## config.mk

```make
export PLATFORM = sky130hd
export DESIGN_NAME = aivf_top
export DESIGN_NICKNAME = d
export VERILOG_FILES = /design/src/logic/aivf_pkg.sv /design/src/logic/aivf_top.sv
export VERILOG_INCLUDE_DIRS = /design/src /design/src/logic
export SDC_FILE = /design/constraint.sdc
export NUM_CORES = 1
export LEC_CHECK = 0
export ABC_AREA = 1
export BUFFER_PORTS_ARGS = -buffer_cell sky130_fd_sc_hd__buf_4
export CAP_MARGIN = 10
export CORE_MARGIN = 5
export CORE_UTILIZATION = 30
export CTS_CLUSTER_SIZE = 40
export DETAILED_ROUTE_END_ITERATION = 8
export SKIP_CTS_REPAIR_TIMING = 1
export SYNTH_ARGS = -nofsm -noshare
export SYNTH_HDL_FRONTEND = slang
export SYNTH_SLANG_ARGS = --single-unit
```

## constraint.sdc

```tcl
create_clock -name CLK -period 3.6 [get_ports CLK]
set_input_delay 0.54 -clock CLK [delete_from_list [all_inputs] [get_ports CLK]]
set_output_delay 0.54 -clock CLK [all_outputs]
set_load 0.05 [all_outputs]
```

## src/logic/aivf_cfg.svh

```systemverilog
// Constants for the analog input value formatter
// Operation
// - Results are 16-bit two's complement, sign in bit 15, low four bits zero except in 7FFFh.
// - Above overdrive end output 7FFFh; below underdrive end output 8000h.
// - An invalid channel configuration makes the channel output 7FFFh.
// - Each channel has an averaging filter; after reset it is the 1000 ms setting.
// - Filter byte: bits 1:0 channel 0, bits 3:2 channel 1; 00/01/10 select 2/100/1000 ms.
// - After a runtime record write, output 7FFFh for 2 ms while applying.
// - Channel results appear at input image addresses 800 and 802.
`ifndef AIVF_CFG_SVH
`define AIVF_CFG_SVH
`define CLK_HZ          25000000
`define ADR_RSVD0       16'h0000
`define ADR_FILTER      16'h0001
`define ADR_CH0         16'h0320
`define ADR_CH1         16'h0322
`define FILTER_RESET    8'h10
`define FLT_CH0_LSB     0
`define FLT_CH1_LSB     2
`define CODE_POS_FULL   16'sh7FFF
`define CODE_NEG_FULL   16'sh8000
`define CODE_OVER_MAX   16'sh7EFF
`define CODE_UNDER_MIN  -16'sh08A4
`define APPLY_TIME_US   2000
`define APPLY_CYCLES    ((`APPLY_TIME_US * (`CLK_HZ / 1000000)))
`define SAMPLE_TIME_US  2000
`define SAMPLE_CYCLES   ((`SAMPLE_TIME_US * (`CLK_HZ / 1000000)))
`define AVG_LOG_100MS   6
`define AVG_LOG_1000MS  9
`endif

```

## src/logic/aivf_pkg.sv

```systemverilog
// Types for the analog input value formatter
package aivf_pkg;
	typedef enum logic [1:0] {
		FILT_2MS    = 2'b00,
		FILT_100MS  = 2'b01,
		FILT_1000MS = 2'b10,
		FILT_BAD    = 2'b11
	} filter_e;
	typedef struct packed {
		logic        read;
		logic [15:0] addr;
	} rd_req_s;
	typedef struct packed {
		logic        write;
		logic [15:0] addr;
		logic [7:0]  data;
	} wr_req_s;
endpackage

```

## src/logic/aivf_top.sv

```systemverilog
// Two-channel analog input value formatter
`timescale 1ns/1ns
`default_nettype none
`include "aivf_cfg.svh"
module aivf_top (
	// Clock and reset
	input  wire logic            CLK,
	input  wire logic            RESETN,
	// Converter samples, signed, scaled 27648 per 10 V
	input  wire logic signed [17:0] CH0_RAW,
	input  wire logic signed [17:0] CH1_RAW,
	// Parameter record write port
	input  wire aivf_pkg::wr_req_s  WR,
	// Input image read port
	input  wire aivf_pkg::rd_req_s  RD,
	output var  logic [15:0]        RD_DATA,
	output var  logic               RD_VALID,
	// Current channel words
	output var  logic [15:0]        CH0_WORD,
	output var  logic [15:0]        CH1_WORD,
	output var  logic               APPLY_BUSY
);
	import aivf_pkg::*;

	localparam int APPLY_N  = `APPLY_CYCLES;
	localparam int SAMPLE_N = `SAMPLE_CYCLES;

	logic [7:0]        filter_q;
	logic [7:0]        staged_q;
	logic [16:0]       apply_cnt_q;
	logic [16:0]       samp_cnt_q;
	logic              tick;
	logic signed [27:0] acc_q   [2];
	logic signed [17:0] raw     [2];
	logic signed [17:0] filt    [2];
	logic [15:0]       word    [2];
	logic              wr_filter;
	logic              wr_record;
	logic              rd_ch0;
	logic              rd_ch1;
	logic              applying;
	logic              dflt_staged_q;
	logic              dflt_q;

	assign raw[0] = CH0_RAW;
	assign raw[1] = CH1_RAW;

	//////////////////////////////////////////////////////////////////////
	// Bus decode
	// Byte 1 of the record holds the filter field, byte 0 is reserved
	assign wr_filter = WR.write && (WR.addr == `ADR_FILTER);
	// Either byte of the record restarts the apply window
	assign wr_record = WR.write && (WR.addr == `ADR_FILTER || WR.addr == `ADR_RSVD0);
	// channel words in the input image
	assign rd_ch0    = RD.read && (RD.addr == `ADR_CH0);
	assign rd_ch1    = RD.read && (RD.addr == `ADR_CH1);
	// window open while the counter runs
	assign applying  = (apply_cnt_q != '0);

	//////////////////////////////////////////////////////////////////////
	// filter byte write
	// Byte 1 writes stage its low four bits, upper bits cleared; only byte 1 holds settings
	always_ff @(posedge CLK or negedge RESETN) begin
		if (!RESETN) begin
			staged_q <= `FILTER_RESET;
		end else if (wr_filter) begin
			staged_q <= {4'h0, WR.data[3:0]};
		end
	end

	// 1000 ms filter holds until a staged filter byte is applied at the end of the window
	// The default record byte only sets a reserved bit, so a flag keeps it
	always_ff @(posedge CLK or negedge RESETN) begin
		if (!RESETN) begin
			dflt_staged_q <= 1'b1;
		end else if (wr_filter) begin
			dflt_staged_q <= 1'b0;
		end
	end

	// apply delay window
	// A record write inside the window starts it over
	always_ff @(posedge CLK or negedge RESETN) begin
		if (!RESETN) begin
			apply_cnt_q <= '0;
		end else if (wr_record) begin
			apply_cnt_q <= 17'(APPLY_N);
		end else if (applying) begin
			apply_cnt_q <= apply_cnt_q - 17'h0_0001;
		end
	end

	// reset default, take staged byte at end of window
	always_ff @(posedge CLK or negedge RESETN) begin
		if (!RESETN) begin
			filter_q <= `FILTER_RESET;
			dflt_q   <= 1'b1;
		end else if (apply_cnt_q == 17'h0_0001) begin
			filter_q <= staged_q;
			dflt_q   <= dflt_staged_q;
		end
	end

	// Sample tick, one per 2 ms conversion period
	// Filters move only on this tick, so their time constants are in periods
	always_ff @(posedge CLK or negedge RESETN) begin
		if (!RESETN) begin
			samp_cnt_q <= '0;
		end else if (samp_cnt_q == 17'(SAMPLE_N - 1)) begin
			samp_cnt_q <= '0;
		end else begin
			samp_cnt_q <= samp_cnt_q + 17'd1;
		end
	end
	assign tick = (samp_cnt_q == 17'(SAMPLE_N - 1));

	//////////////////////////////////////////////////////////////////////
	// Per-channel filter and format
	for (genvar c = 0; c < 2; c++) begin : g_ch
		filter_e            sel;
		logic signed [17:0] sat;
		logic               over;
		logic               under;

		// field of this channel, 1000 ms until a byte is applied
		assign sel = dflt_q ? FILT_1000MS : filter_e'(filter_q[2*c +: 2]);

		// exponential averaging filter
		// Shift 6 settles in about 128 ms, shift 9 in about one second
		// A changed setting keeps the old sum, so the first outputs drift
		always_ff @(posedge CLK or negedge RESETN) begin
			if (!RESETN) begin
				acc_q[c] <= '0;
			end else if (tick) begin
				unique case (sel)
					FILT_100MS: acc_q[c] <= acc_q[c] - (acc_q[c] >>> `AVG_LOG_100MS)
						+ 28'(raw[c]);
					FILT_1000MS: acc_q[c] <= acc_q[c] - (acc_q[c] >>> `AVG_LOG_1000MS)
						+ 28'(raw[c]);
					default: acc_q[c] <= acc_q[c];
				endcase
			end
		end

		// Averaged value, or raw sample when unfiltered
		always_comb begin
			unique case (sel)
				FILT_100MS:  filt[c] = 18'(acc_q[c] >>> `AVG_LOG_100MS);
				FILT_1000MS: filt[c] = 18'(acc_q[c] >>> `AVG_LOG_1000MS);
				default:     filt[c] = raw[c];
			endcase
		end

		assign sat = filt[c] & ~18'sh0_000F;

		// ends of the overdrive and underdrive ranges
		assign over  = (filt[c] > 18'(`CODE_OVER_MAX));
		assign under = (filt[c] < 18'(`CODE_UNDER_MIN));

		always_comb begin
			if (applying) begin
				word[c] = `CODE_POS_FULL;
			end else if (sel == FILT_BAD) begin
				word[c] = `CODE_POS_FULL;
			end else if (over) begin
				word[c] = `CODE_POS_FULL;
			end else if (under) begin
				word[c] = `CODE_NEG_FULL;
			end else begin
				word[c] = sat[15:0];
			end
		end
	end

	//////////////////////////////////////////////////////////////////////
	// Registered channel words, full scale while in reset
	always_ff @(posedge CLK or negedge RESETN) begin
		if (!RESETN) begin
			CH0_WORD <= `CODE_POS_FULL;
			CH1_WORD <= `CODE_POS_FULL;
		end else begin
			CH0_WORD <= word[0];
			CH1_WORD <= word[1];
		end
	end

	// busy flag, in step with the forced words
	always_ff @(posedge CLK or negedge RESETN) begin
		if (!RESETN) begin
			APPLY_BUSY <= 1'b0;
		end else begin
			APPLY_BUSY <= applying;
		end
	end

	//////////////////////////////////////////////////////////////////////
	// Input image port

	// read strobe answered one cycle later
	always_ff @(posedge CLK or negedge RESETN) begin
		if (!RESETN) begin
			RD_VALID <= 1'b0;
		end else begin
			RD_VALID <= RD.read;
		end
	end

	// input image read decode, other addresses read zero
	// Same source as the channel words, so a read matches them
	always_ff @(posedge CLK or negedge RESETN) begin
		if (!RESETN) begin
			RD_DATA <= '0;
		end else if (rd_ch0) begin
			RD_DATA <= word[0];
		end else if (rd_ch1) begin
			RD_DATA <= word[1];
		end else begin
			RD_DATA <= '0;
		end
	end
endmodule
`default_nettype wire

```

==> flow_metrics.env, run 1 <==
export IMPL_io_pins=130
export IMPL_yosysWarnings=0
export IMPL_clock_sink_count=141
export IMPL_initial_core_util_pct=30.2
export IMPL_portBuffers=125
export IMPL_tightest_slew_ns=0.816
export IMPL_dieArea_sq_um=62600
export IMPL_wl_per_cell_microns=16.4
export IMPL_seq_area_frac_synth_pct=20.6
export IMPL_drive_gt1_share_pct=8.74
export IMPL_drc=0
export IMPL_nets=3160
export IMPL_clk_pin_slew_ns=0.07
export IMPL_cp_data_arrival_time_ns=3.68
export IMPL_synth_seq_cells=141
export IMPL_mostFrequentLayoutCell="nand2_1"
export IMPL_period_share_pct=91.8
export IMPL_grt_usage_pct=18.8
export IMPL_grt_remaining_overflow=0
export IMPL_fill_cells=6378
export IMPL_final_cell_mix="876 x nand2_1, 577 x inv_1, 190 x nor2_1"
export IMPL_fp_dieH_microns=250
export IMPL_fin_skew_ns=0.0147
export IMPL_core_sq_um=57400
export IMPL_numCtsBuffers=17
export IMPL_dp_cells=3616
export IMPL_cts_root_buf="clkbuf_16"
export IMPL_path_class="flip-flop to flip-flop"
export IMPL_crit_path_top_delay_cell="dfstp_2"
export IMPL_die_w_microns=250
export IMPL_hpwl_mm=50.1
export IMPL_finalSetupTns_ns=0
export IMPL_drv_cap=0
export IMPL_status="finished clean"
export IMPL_antenna_left=0
export IMPL_cts_tree="built"
export IMPL_start_kind="flip-flop"
export IMPL_gp_congestion=0.956
export IMPL_required_ns=3.98
export IMPL_finalCoreUtilization_pct=34.5
export IMPL_row_count=88
export IMPL_netlist_instances=2744
export IMPL_grt_pass1_vias=16500
export IMPL_crit_top_cell="nand2_1"
export IMPL_crit_chain="inv_1 > nand2_1 > inv_1 > ha_1 > nand2_1 > nand2_1 > nand2_1 > nand2_1 > nand2_1 > nor2_1 > nand2_1 > nand2_1 > nand2_1 > nand3_2 > nand2_1 > nand2_1 > nand2_1 > nand2_1"
export IMPL_pre_cts_ws_ns=0.260
export IMPL_cp_end_kind="flip-flop"
export IMPL_grt_max_degree=73
export IMPL_finalSetupViolCount=0
export IMPL_yosysUniqueCellTypes=47
export IMPL_dr_total_vias=17600
export IMPL_syn_avg_cell_area_sq_um=6.31
export IMPL_drtIter0Drc=1593
export IMPL_hold_path_class="primary input to flip-flop"
export IMPL_post_dp_cell_area_sq_um=19200
export IMPL_pwr_density_cell_nw_per_um2=260
export IMPL_post_synth_instance_area_sq_um=17300
export IMPL_antenna_found_initial=0
export IMPL_stdcell_count=3649
export IMPL_clockBufferDepth=2
export IMPL_hold_worst_slack_ns=0.171
export IMPL_postRouteWirelength_mm=60.0
export IMPL_leakage_nw=10.8
export IMPL_slew_viol_final=0
export IMPL_rsz0062_at_grt="no"
export IMPL_postLayoutCellArea_sq_um=19800
export IMPL_insertion_delay_ns=0.49
export IMPL_fin_crit_ns=3.31
export IMPL_vias_per_cell=4.81
export IMPL_htree_levels=4
export IMPL_max_slew_margin_pct=45.1
export IMPL_timing_fmax_mhz=303
export IMPL_antennaDiodeCount=0
export IMPL_crit_fanout=16
export IMPL_finalPower_mw=5.15
export IMPL_area_growth_pct=14.3
export IMPL_critPathMaxStageDelay_ns=0.56
export IMPL_hold_viol_final=0
export IMPL_dr_pass1_iters=6
export IMPL_synth_nets=3033
export IMPL_layout_setup_ws_ns=0.294
export IMPL_grt_pass1_wl_mm=92.8
export IMPL_ir_drop_v=0.000364
cells in the mapped netlist (all sizes together):
cell type    n  area [sq um]
and2         2          12.5
ha         113          1410
a211oi       1          7.51
o21bai      15           113
nand2      879          3310
a21oi      153           773
clkbuf      14          53.8
o211ai       4          30.0
xor2        24           210
nor4        10          62.6
inv        584          2190
nand2b       1          6.26
o22ai        2          12.5
nand3b      18           135
nand3      178           896
nand4       58           363
mux2         9           101
buf         35           244
nor3        29           155
xnor2        6          52.6
o21a         4          30.0
o221ai       2          17.5
or2          5          31.3
fa          96          1920
nor4b        1          8.76
o31ai        1          7.51
dfstp       26           683
clkinv       2          7.51
nor3b        3          22.5
nor2       195           739
a21o         2          15.0
dfrtp      115          2880
o21ai      154           775
mux2i        2          20.0
and3         1          6.26
kinds of logic (layout without fill, tap and decap cells):
logic type | Yosys count | after routing | share of synthesized area, %
compound gates | 338 | 338 | 10.3
xor+xnor | 30 | 30 | 1.52
fa+ha+maj | 209 | 209 | 19.3
buf+inv | 635 | 775 | 14.4
flops | 141 | 141 | 20.6
mux | 11 | 11 | 0.701
simple gates | 1380 | 1380 | 33.2
layout make-up:
type	instances	area, sq um	area share, %
multi-input combinational	1968	11300	56.9
sequential	141	3560	18.0
inverter	586	2200	11.1
timing repair buffer	157	1210	6.11
tap	765	957	4.84
clock buffer	19	453	2.29
clock inverter	13	145	0.734
where the power goes:
| part | leakage, nW | switching [mW] | internal [mW] |
|---|---|---|---|
| logic | 9.01 | 1.08 | 0.561 |
| registers | 1.51 | 0.0232 | 1.61 |
| clock network | 0.296 | 0.865 | 1.02 |
critical path, delay by kind of cell, from the launching register on:
family	cells	cell delay [ns]
simple gates	15	2.04
fa+ha+maj	1	0.46
flops	1	0.56
buf+inv	2	0.13
per-layer routing:
layer,wire [microns],track usage (%),vias up
met5,0,0,-
met4,2470,8.19,0
met3,3870,3.30,115
met2,26500,29.4,598
met1,27100,25.7,8059
li1,-,-,8791
worst paths after layout:
path / from / depth (start not counted) / slack, ns / end
min reg2reg: dflt_staged_q / 2 / 0.45 / dflt_staged_q
min in group asynchronous: RESETN / 2 / 0.54 / acc_q[28]
max in group asynchronous: RESETN / 3 / 2.22 / CH0_WORD[7]
max: dflt_q / 18 / 0.29 / RD_DATA[10]
max reg2reg: dflt_q / 18 / 0.29 / RD_DATA[10]
min: RD[16] / 1 / 0.17 / RD_VALID
state kept, by name (all words and copies together) (netlist names):
register	cells
APPLY_BUSY	1
CH0_WORD	13
CH1_WORD	13
RD_DATA	13
RD_VALID	1
acc_q	56
apply_cnt_q	17
dflt_q	1
dflt_staged_q	1
filter_q	4
samp_cnt_q	17
staged_q	4
No activity file was read; power rests on OpenSTA's default activity.
==> inputs of run 2 (changes only) <==
--- a/config.mk
+++ b/config.mk
@@ -10,10 +10,11 @@
 export BUFFER_PORTS_ARGS = -buffer_cell sky130_fd_sc_hd__buf_4
 export CAP_MARGIN = 10
 export CORE_MARGIN = 5
-export CORE_UTILIZATION = 30
+export CORE_UTILIZATION = 45
 export CTS_CLUSTER_SIZE = 40
 export DETAILED_ROUTE_END_ITERATION = 8
 export SKIP_CTS_REPAIR_TIMING = 1
+export SKIP_LAST_GASP = 1
 export SYNTH_ARGS = -nofsm -noshare
 export SYNTH_HDL_FRONTEND = slang
 export SYNTH_SLANG_ARGS = --single-unit
==> flow_metrics.env, run 2 (synthesized netlist as in run 1, its figures left out) <==
export IMPL_wl_per_cell_microns=18.3
export IMPL_top_regs="acc_q: 56 flops, apply_cnt_q: 17 flops, samp_cnt_q: 17 flops"
export IMPL_clk_pin_slew_ns=0.08
export IMPL_postLayoutCellArea_sq_um=19600
export IMPL_drc=2
export IMPL_vias_per_cell=5.25
export IMPL_dr_total_vias=18000
export IMPL_violations="design-rule violations"
export IMPL_clock_sink_count=141
export IMPL_grt_max_degree=92
export IMPL_tightest_slew_ns=0.910
export IMPL_clockBufferDepth=2
export IMPL_fill_cells=4024
export IMPL_top_register="acc_q"
export IMPL_slew_viol_final=0
export IMPL_io_pins=130
export IMPL_hold_viol_final=0
export IMPL_finalSetupViolCount=0
export IMPL_numCtsBuffers=17
export IMPL_antenna_left=0
export IMPL_antenna_found_initial=0
export IMPL_dieArea_sq_um=42500
export IMPL_crit_top_cell="nand2_1"
export IMPL_insertion_delay_ns=0.46
export IMPL_mostFrequentLayoutCell="nand2_1"
export IMPL_met1_usage_pct=44.6
export IMPL_htree_levels=4
export IMPL_nets=3186
export IMPL_start_kind="flip-flop"
export IMPL_period_share_pct=93.2
export IMPL_postRouteWirelength_mm=62.5
export IMPL_path_buf_inv=3
export IMPL_path_class="flip-flop to flip-flop"
export IMPL_critPathMaxStageDelay_ns=0.53
export IMPL_max_slew_margin_pct=39.3
export IMPL_r2r_end="acc_q[45]"
export IMPL_cp_end_kind="flip-flop"
export IMPL_grt_pass1_wl_mm=96.3
export IMPL_area_growth_pct=13.4
export IMPL_crit_fanout=5
export IMPL_final_cell_mix="876 x nand2_1, 577 x inv_1, 190 x nor2_1"
export IMPL_row_count=71
export IMPL_grt_usage_pct=29.5
export IMPL_core_sq_um=37800
export IMPL_fin_crit_ns=3.36
export IMPL_leakage_nw=10.9
export IMPL_ff2ff_setup_slack_ns=0.24
export IMPL_hold_path_class="primary input to asynchronous set/reset pin"
export IMPL_die_w_microns=206
export IMPL_hpwl_mm=52.2
export IMPL_crit_family="simple AND/OR/NAND/NOR gates"
export IMPL_drtIter0Drc=1648
export IMPL_drv_cap=0
export IMPL_initial_core_util_pct=45.7
export IMPL_rr_worst_depth=15
export IMPL_fp_dieH_microns=206
export IMPL_gp_congestion=0.973
export IMPL_rsz0062_at_grt="no"
export IMPL_pwr_density_cell_nw_per_um2=262
export IMPL_required_ns=3.93
export IMPL_cts_tree="built"
export IMPL_dr_pass1_iters=9
export IMPL_ir_drop_v=0.000352
export IMPL_cp_data_arrival_time_ns=3.68
export IMPL_grt_met2_usage_pct=41.8
export IMPL_grt_busiest_layer="met1"
export IMPL_largest_reg_flops=56
export IMPL_fin_skew_ns=0.0205
export IMPL_grt_remaining_overflow=0
export IMPL_post_dp_cell_area_sq_um=19100
export IMPL_drive_gt1_share_pct=9.48
export IMPL_crit_path_top_delay_cell="fa_1"
export IMPL_finalSetupTns_ns=0
export IMPL_timing_fmax_mhz=298
export IMPL_crit_chain="inv_1 > fa_1 > inv_1 > ha_1 > nand2_1 > nor2_1 > inv_1 > nor2_1 > nand4_1 > nand3_1 > nand2_1 > nand3_1 > nand2_1 > nand2_1 > o21ai_0"
export IMPL_status="complete, but fails checks"
export IMPL_cts_root_buf="clkbuf_16"
export IMPL_r2r_start="acc_q[37]"
export IMPL_grtUsageMet3_pct=8.07
export IMPL_grt_pass1_vias=17000
export IMPL_finalPower_mw=5.14
export IMPL_portBuffers=125
run 2: changes by cell type in the layout (fill, tap and decap cells not counted), moves of 2 or more:
cell      delta
inv_6        +2
clkbuf_8     -2
inv_8        -5
clkinv_4     +2
clkbuf_1     +2
buf_4       +27
run 2: final cells by class:
class | instances | area [sq um] | share of cell area (%)
clock buffers | 19 | 433 | 2.21
repair buffers | 183 | 1400 | 7.15
well taps | 511 | 639 | 3.26
clock inverters | 13 | 129 | 0.657
inverters | 586 | 2200 | 11.2
diodes | 1 | 2.50 | 0.0128
multi-input cells | 1968 | 11300 | 57.4
flip-flops and latches | 141 | 3560 | 18.1
run 2: worst max-delay path by stage:
stage,to,depth (start not counted),from
final,acc_q[45],15,acc_q[37]
after global routing,acc_q[45],15,acc_q[39]
after CTS,acc_q[45],15,acc_q[42]
after floorplan,acc_q[26],16,CH1_RAW[17]
after detailed placement,acc_q[21],17,CH1_RAW[17]
after global placement,acc_q[21],17,CH1_RAW[17]
run 2: power breakdown:
group	internal (mW)	leakage [nW]	switching, mW
combinational	0.587	9.14	1.15
sequential	1.61	1.51	0.0250
clock	0.968	0.275	0.806
total	3.16	10.9	1.98
run 2: metal layers:
layer	up-vias	part of all wire [%]
met2	670	40
met5	-	0
li1	8811	-
met1	8405	48
met4	0	2.1
met3	78	9.5
run 2: through the flow:
stage	util, %	cells	hold WS [ns]	worst slack, ns
2_1_floorplan	-	2744	0.244	0.563
3_3_place_gp	50.4	3389	0.444	0.0766
3_5_place_dp	50.4	3389	0.451	0.0876
4_1_cts	51.9	3421	0.172	0.334
5_1_grt	51.9	3421	0.200	0.101
6_report	51.9	3422	0.113	0.243
==> inputs of run 3 (changes only) <==
--- a/config.mk
+++ b/config.mk
@@ -10,9 +10,11 @@
 export BUFFER_PORTS_ARGS = -buffer_cell sky130_fd_sc_hd__buf_4
 export CAP_MARGIN = 10
 export CORE_MARGIN = 5
-export CORE_UTILIZATION = 45
+export CORE_UTILIZATION = 50
+export CTS_CLUSTER_DIAMETER = 50
 export CTS_CLUSTER_SIZE = 40
 export DETAILED_ROUTE_END_ITERATION = 8
+export PLACE_DENSITY = 0.68
 export SKIP_CTS_REPAIR_TIMING = 1
 export SKIP_LAST_GASP = 1
 export SYNTH_ARGS = -nofsm -noshare
==> flow_metrics.env, run 3 (synthesized netlist as in run 1, its figures left out) <==
export IMPL_finalSetupTns_ns=0
export IMPL_drc=0
export IMPL_power_frac_clock_pct=36.2
export IMPL_antenna_found_initial=0
export IMPL_die_w_microns=196
export IMPL_fp_dieH_microns=196
export IMPL_clock_sink_count=141
export IMPL_ir_drop_v=0.000350
export IMPL_clk_pin_slew_ns=0.08
export IMPL_top_register="acc_q"
export IMPL_insertion_delay_ns=0.46
export IMPL_start_kind="flip-flop"
export IMPL_finalSetupViolCount=0
export IMPL_antennaDiodeCount=0
export IMPL_period_share_pct=92.1
export IMPL_postRouteWirelength_mm=60.2
export IMPL_drv_cap=0
export IMPL_crit_fanout=5
export IMPL_portBuffers=125
export IMPL_nets=3165
export IMPL_wl_per_cell_microns=18.0
export IMPL_top_regs="acc_q: 56 flops, apply_cnt_q: 17 flops, samp_cnt_q: 17 flops"
export IMPL_leakage_nw=10.8
export IMPL_cts_tree="built"
export IMPL_post_dp_cell_area_sq_um=18800
export IMPL_fill_cells=3428
export IMPL_dieArea_sq_um=38400
export IMPL_dr_total_vias=18100
export IMPL_slew_viol_final=0
export IMPL_cell_internal_pwr_mw=3.22
export IMPL_timing_fmax_mhz=302
export IMPL_core_sq_um=34400
export IMPL_gp_congestion=1.02
export IMPL_drive_gt1_share_pct=8.79
export IMPL_postLayoutCellArea_sq_um=19400
export IMPL_drtIter0Drc=1815
export IMPL_combPwrFrac_pct=32.4
export IMPL_area_growth_pct=12.2
export IMPL_cp_end_kind="flip-flop"
export IMPL_fin_skew_ns=0.0203
export IMPL_hold_path_class="primary input to asynchronous set/reset pin"
export IMPL_seqPwrFrac_pct=31.3
export IMPL_grt_max_degree=60
export IMPL_mostFrequentLayoutCell="nand2_1"
export IMPL_swShare_pct=38.1
export IMPL_required_ns=3.94
export IMPL_hold_viol_final=0
export IMPL_cts_root_buf="clkbuf_16"
export IMPL_p_switching_mw=1.98
export IMPL_cp_data_arrival_time_ns=3.65
export IMPL_fin_crit_ns=3.31
export IMPL_finalPower_mw=5.20
export IMPL_io_pins=130
export IMPL_largest_reg_flops=56
export IMPL_htree_levels=4
export IMPL_grt_pass1_vias=17000
export IMPL_hpwl_mm=50.1
export IMPL_vias_per_cell=5.41
export IMPL_pwr_density_cell_nw_per_um2=268
export IMPL_max_slew_margin_pct=41.3
export IMPL_row_count=68
export IMPL_status="finished clean"
export IMPL_initial_core_util_pct=50.3
export IMPL_rsz0062_at_grt="no"
export IMPL_grt_pass1_wl_mm=93.4
export IMPL_path_class="flip-flop to flip-flop"
export IMPL_dr_pass1_iters=5
export IMPL_hold_worst_slack_ns=0.0777
export IMPL_grt_remaining_overflow=0
export IMPL_clockBufferDepth=2
export IMPL_antenna_left=0
export IMPL_numCtsBuffers=17
export IMPL_grt_usage_pct=31.0
export IMPL_tightest_slew_ns=0.878
export IMPL_final_cell_mix="876 x nand2_1, 577 x inv_1, 190 x nor2_1"
==> run 3: cell types whose count changed in the layout (fill, tap and decap cells not counted), sizes merged <==
cell / previous run / this run
clkinvlp: 1 / 2
clkbuf: 19 / 18
bufinv: 1 / 2
buf: 183 / 162
clkinv: 6 / 4
diode: 1 / 0
inv: 591 / 592
==> run 3: routing by layer <==
metal  GRT usage [%]  share of wire, %  vias up
met5               0                 0        -
met4            7.37               2.3        0
li1                -                 -     8781
met3            7.38               9.7       85
met1            46.4                46     8492
met2            45.4                41      735
==> run 3: path summary, 6_finish.rpt <==
path | start | end | slack [ns] | cells after the start
max in group asynchronous | RESETN | CH0_WORD[5] | 2.56 | 2
worst max-delay path | acc_q[9] | acc_q[14] | 0.29 | 15
min in group CLK | RD[16] | RD_VALID | 0.22 | 1
worst min register to register | dflt_staged_q | dflt_staged_q | 0.46 | 2
worst min-delay path | RESETN | acc_q[20] | 0.08 | 1
worst max register to register | acc_q[9] | acc_q[14] | 0.29 | 15
==> run 3: cell type report <==
class / count / area [sq um] / share of cell area (%)
Clock buffer: 18 / 429 / 2.21
Clock inverter: 14 / 176 / 0.909
Inverter: 586 / 2200 / 11.3
Multi-Input combinational cell: 1968 / 11300 / 57.9
Sequential cell: 141 / 3560 / 18.3
Tap cell: 455 / 569 / 2.93
Timing Repair Buffer: 162 / 1230 / 6.35
==> run 3: power by group through the flow <==
stage	sequential (mW)	combinational (mW)	clock (mW)
2_1_floorplan	1.66	1.09	0
3_3_place_gp	1.66	1.62	0
3_5_place_dp	1.66	1.64	0
4_1_cts	1.63	1.65	1.92
5_1_grt	1.63	1.89	1.98
6_report	1.63	1.69	1.89
==> run 3: metrics by stage <==
step                utilization (%)  cells  setup slack (ns)
floorplan                         -   2744             0.563
global placement               54.7   3312             0.267
detailed placement             54.7   3312             0.222
CTS                            56.5   3344             0.213
global route                   56.5   3344            0.0351
finish                         56.5   3344             0.285
==> run 3: worst max-delay path, cell delays in order, from the launching register on <==
cell	delay (ns)
dfrtp_1	0.50
inv_1	0.17
fa_1	0.60
inv_1	0.06
ha_1	0.35
a21oi_1	0.31
inv_1	0.07
a21oi_1	0.15
nand3_1	0.19
nand2_1	0.10
nand2_1	0.06
or2_2	0.27
nand2_1	0.17
nand2_1	0.08
nand2_1	0.06
nand2_1	0.05
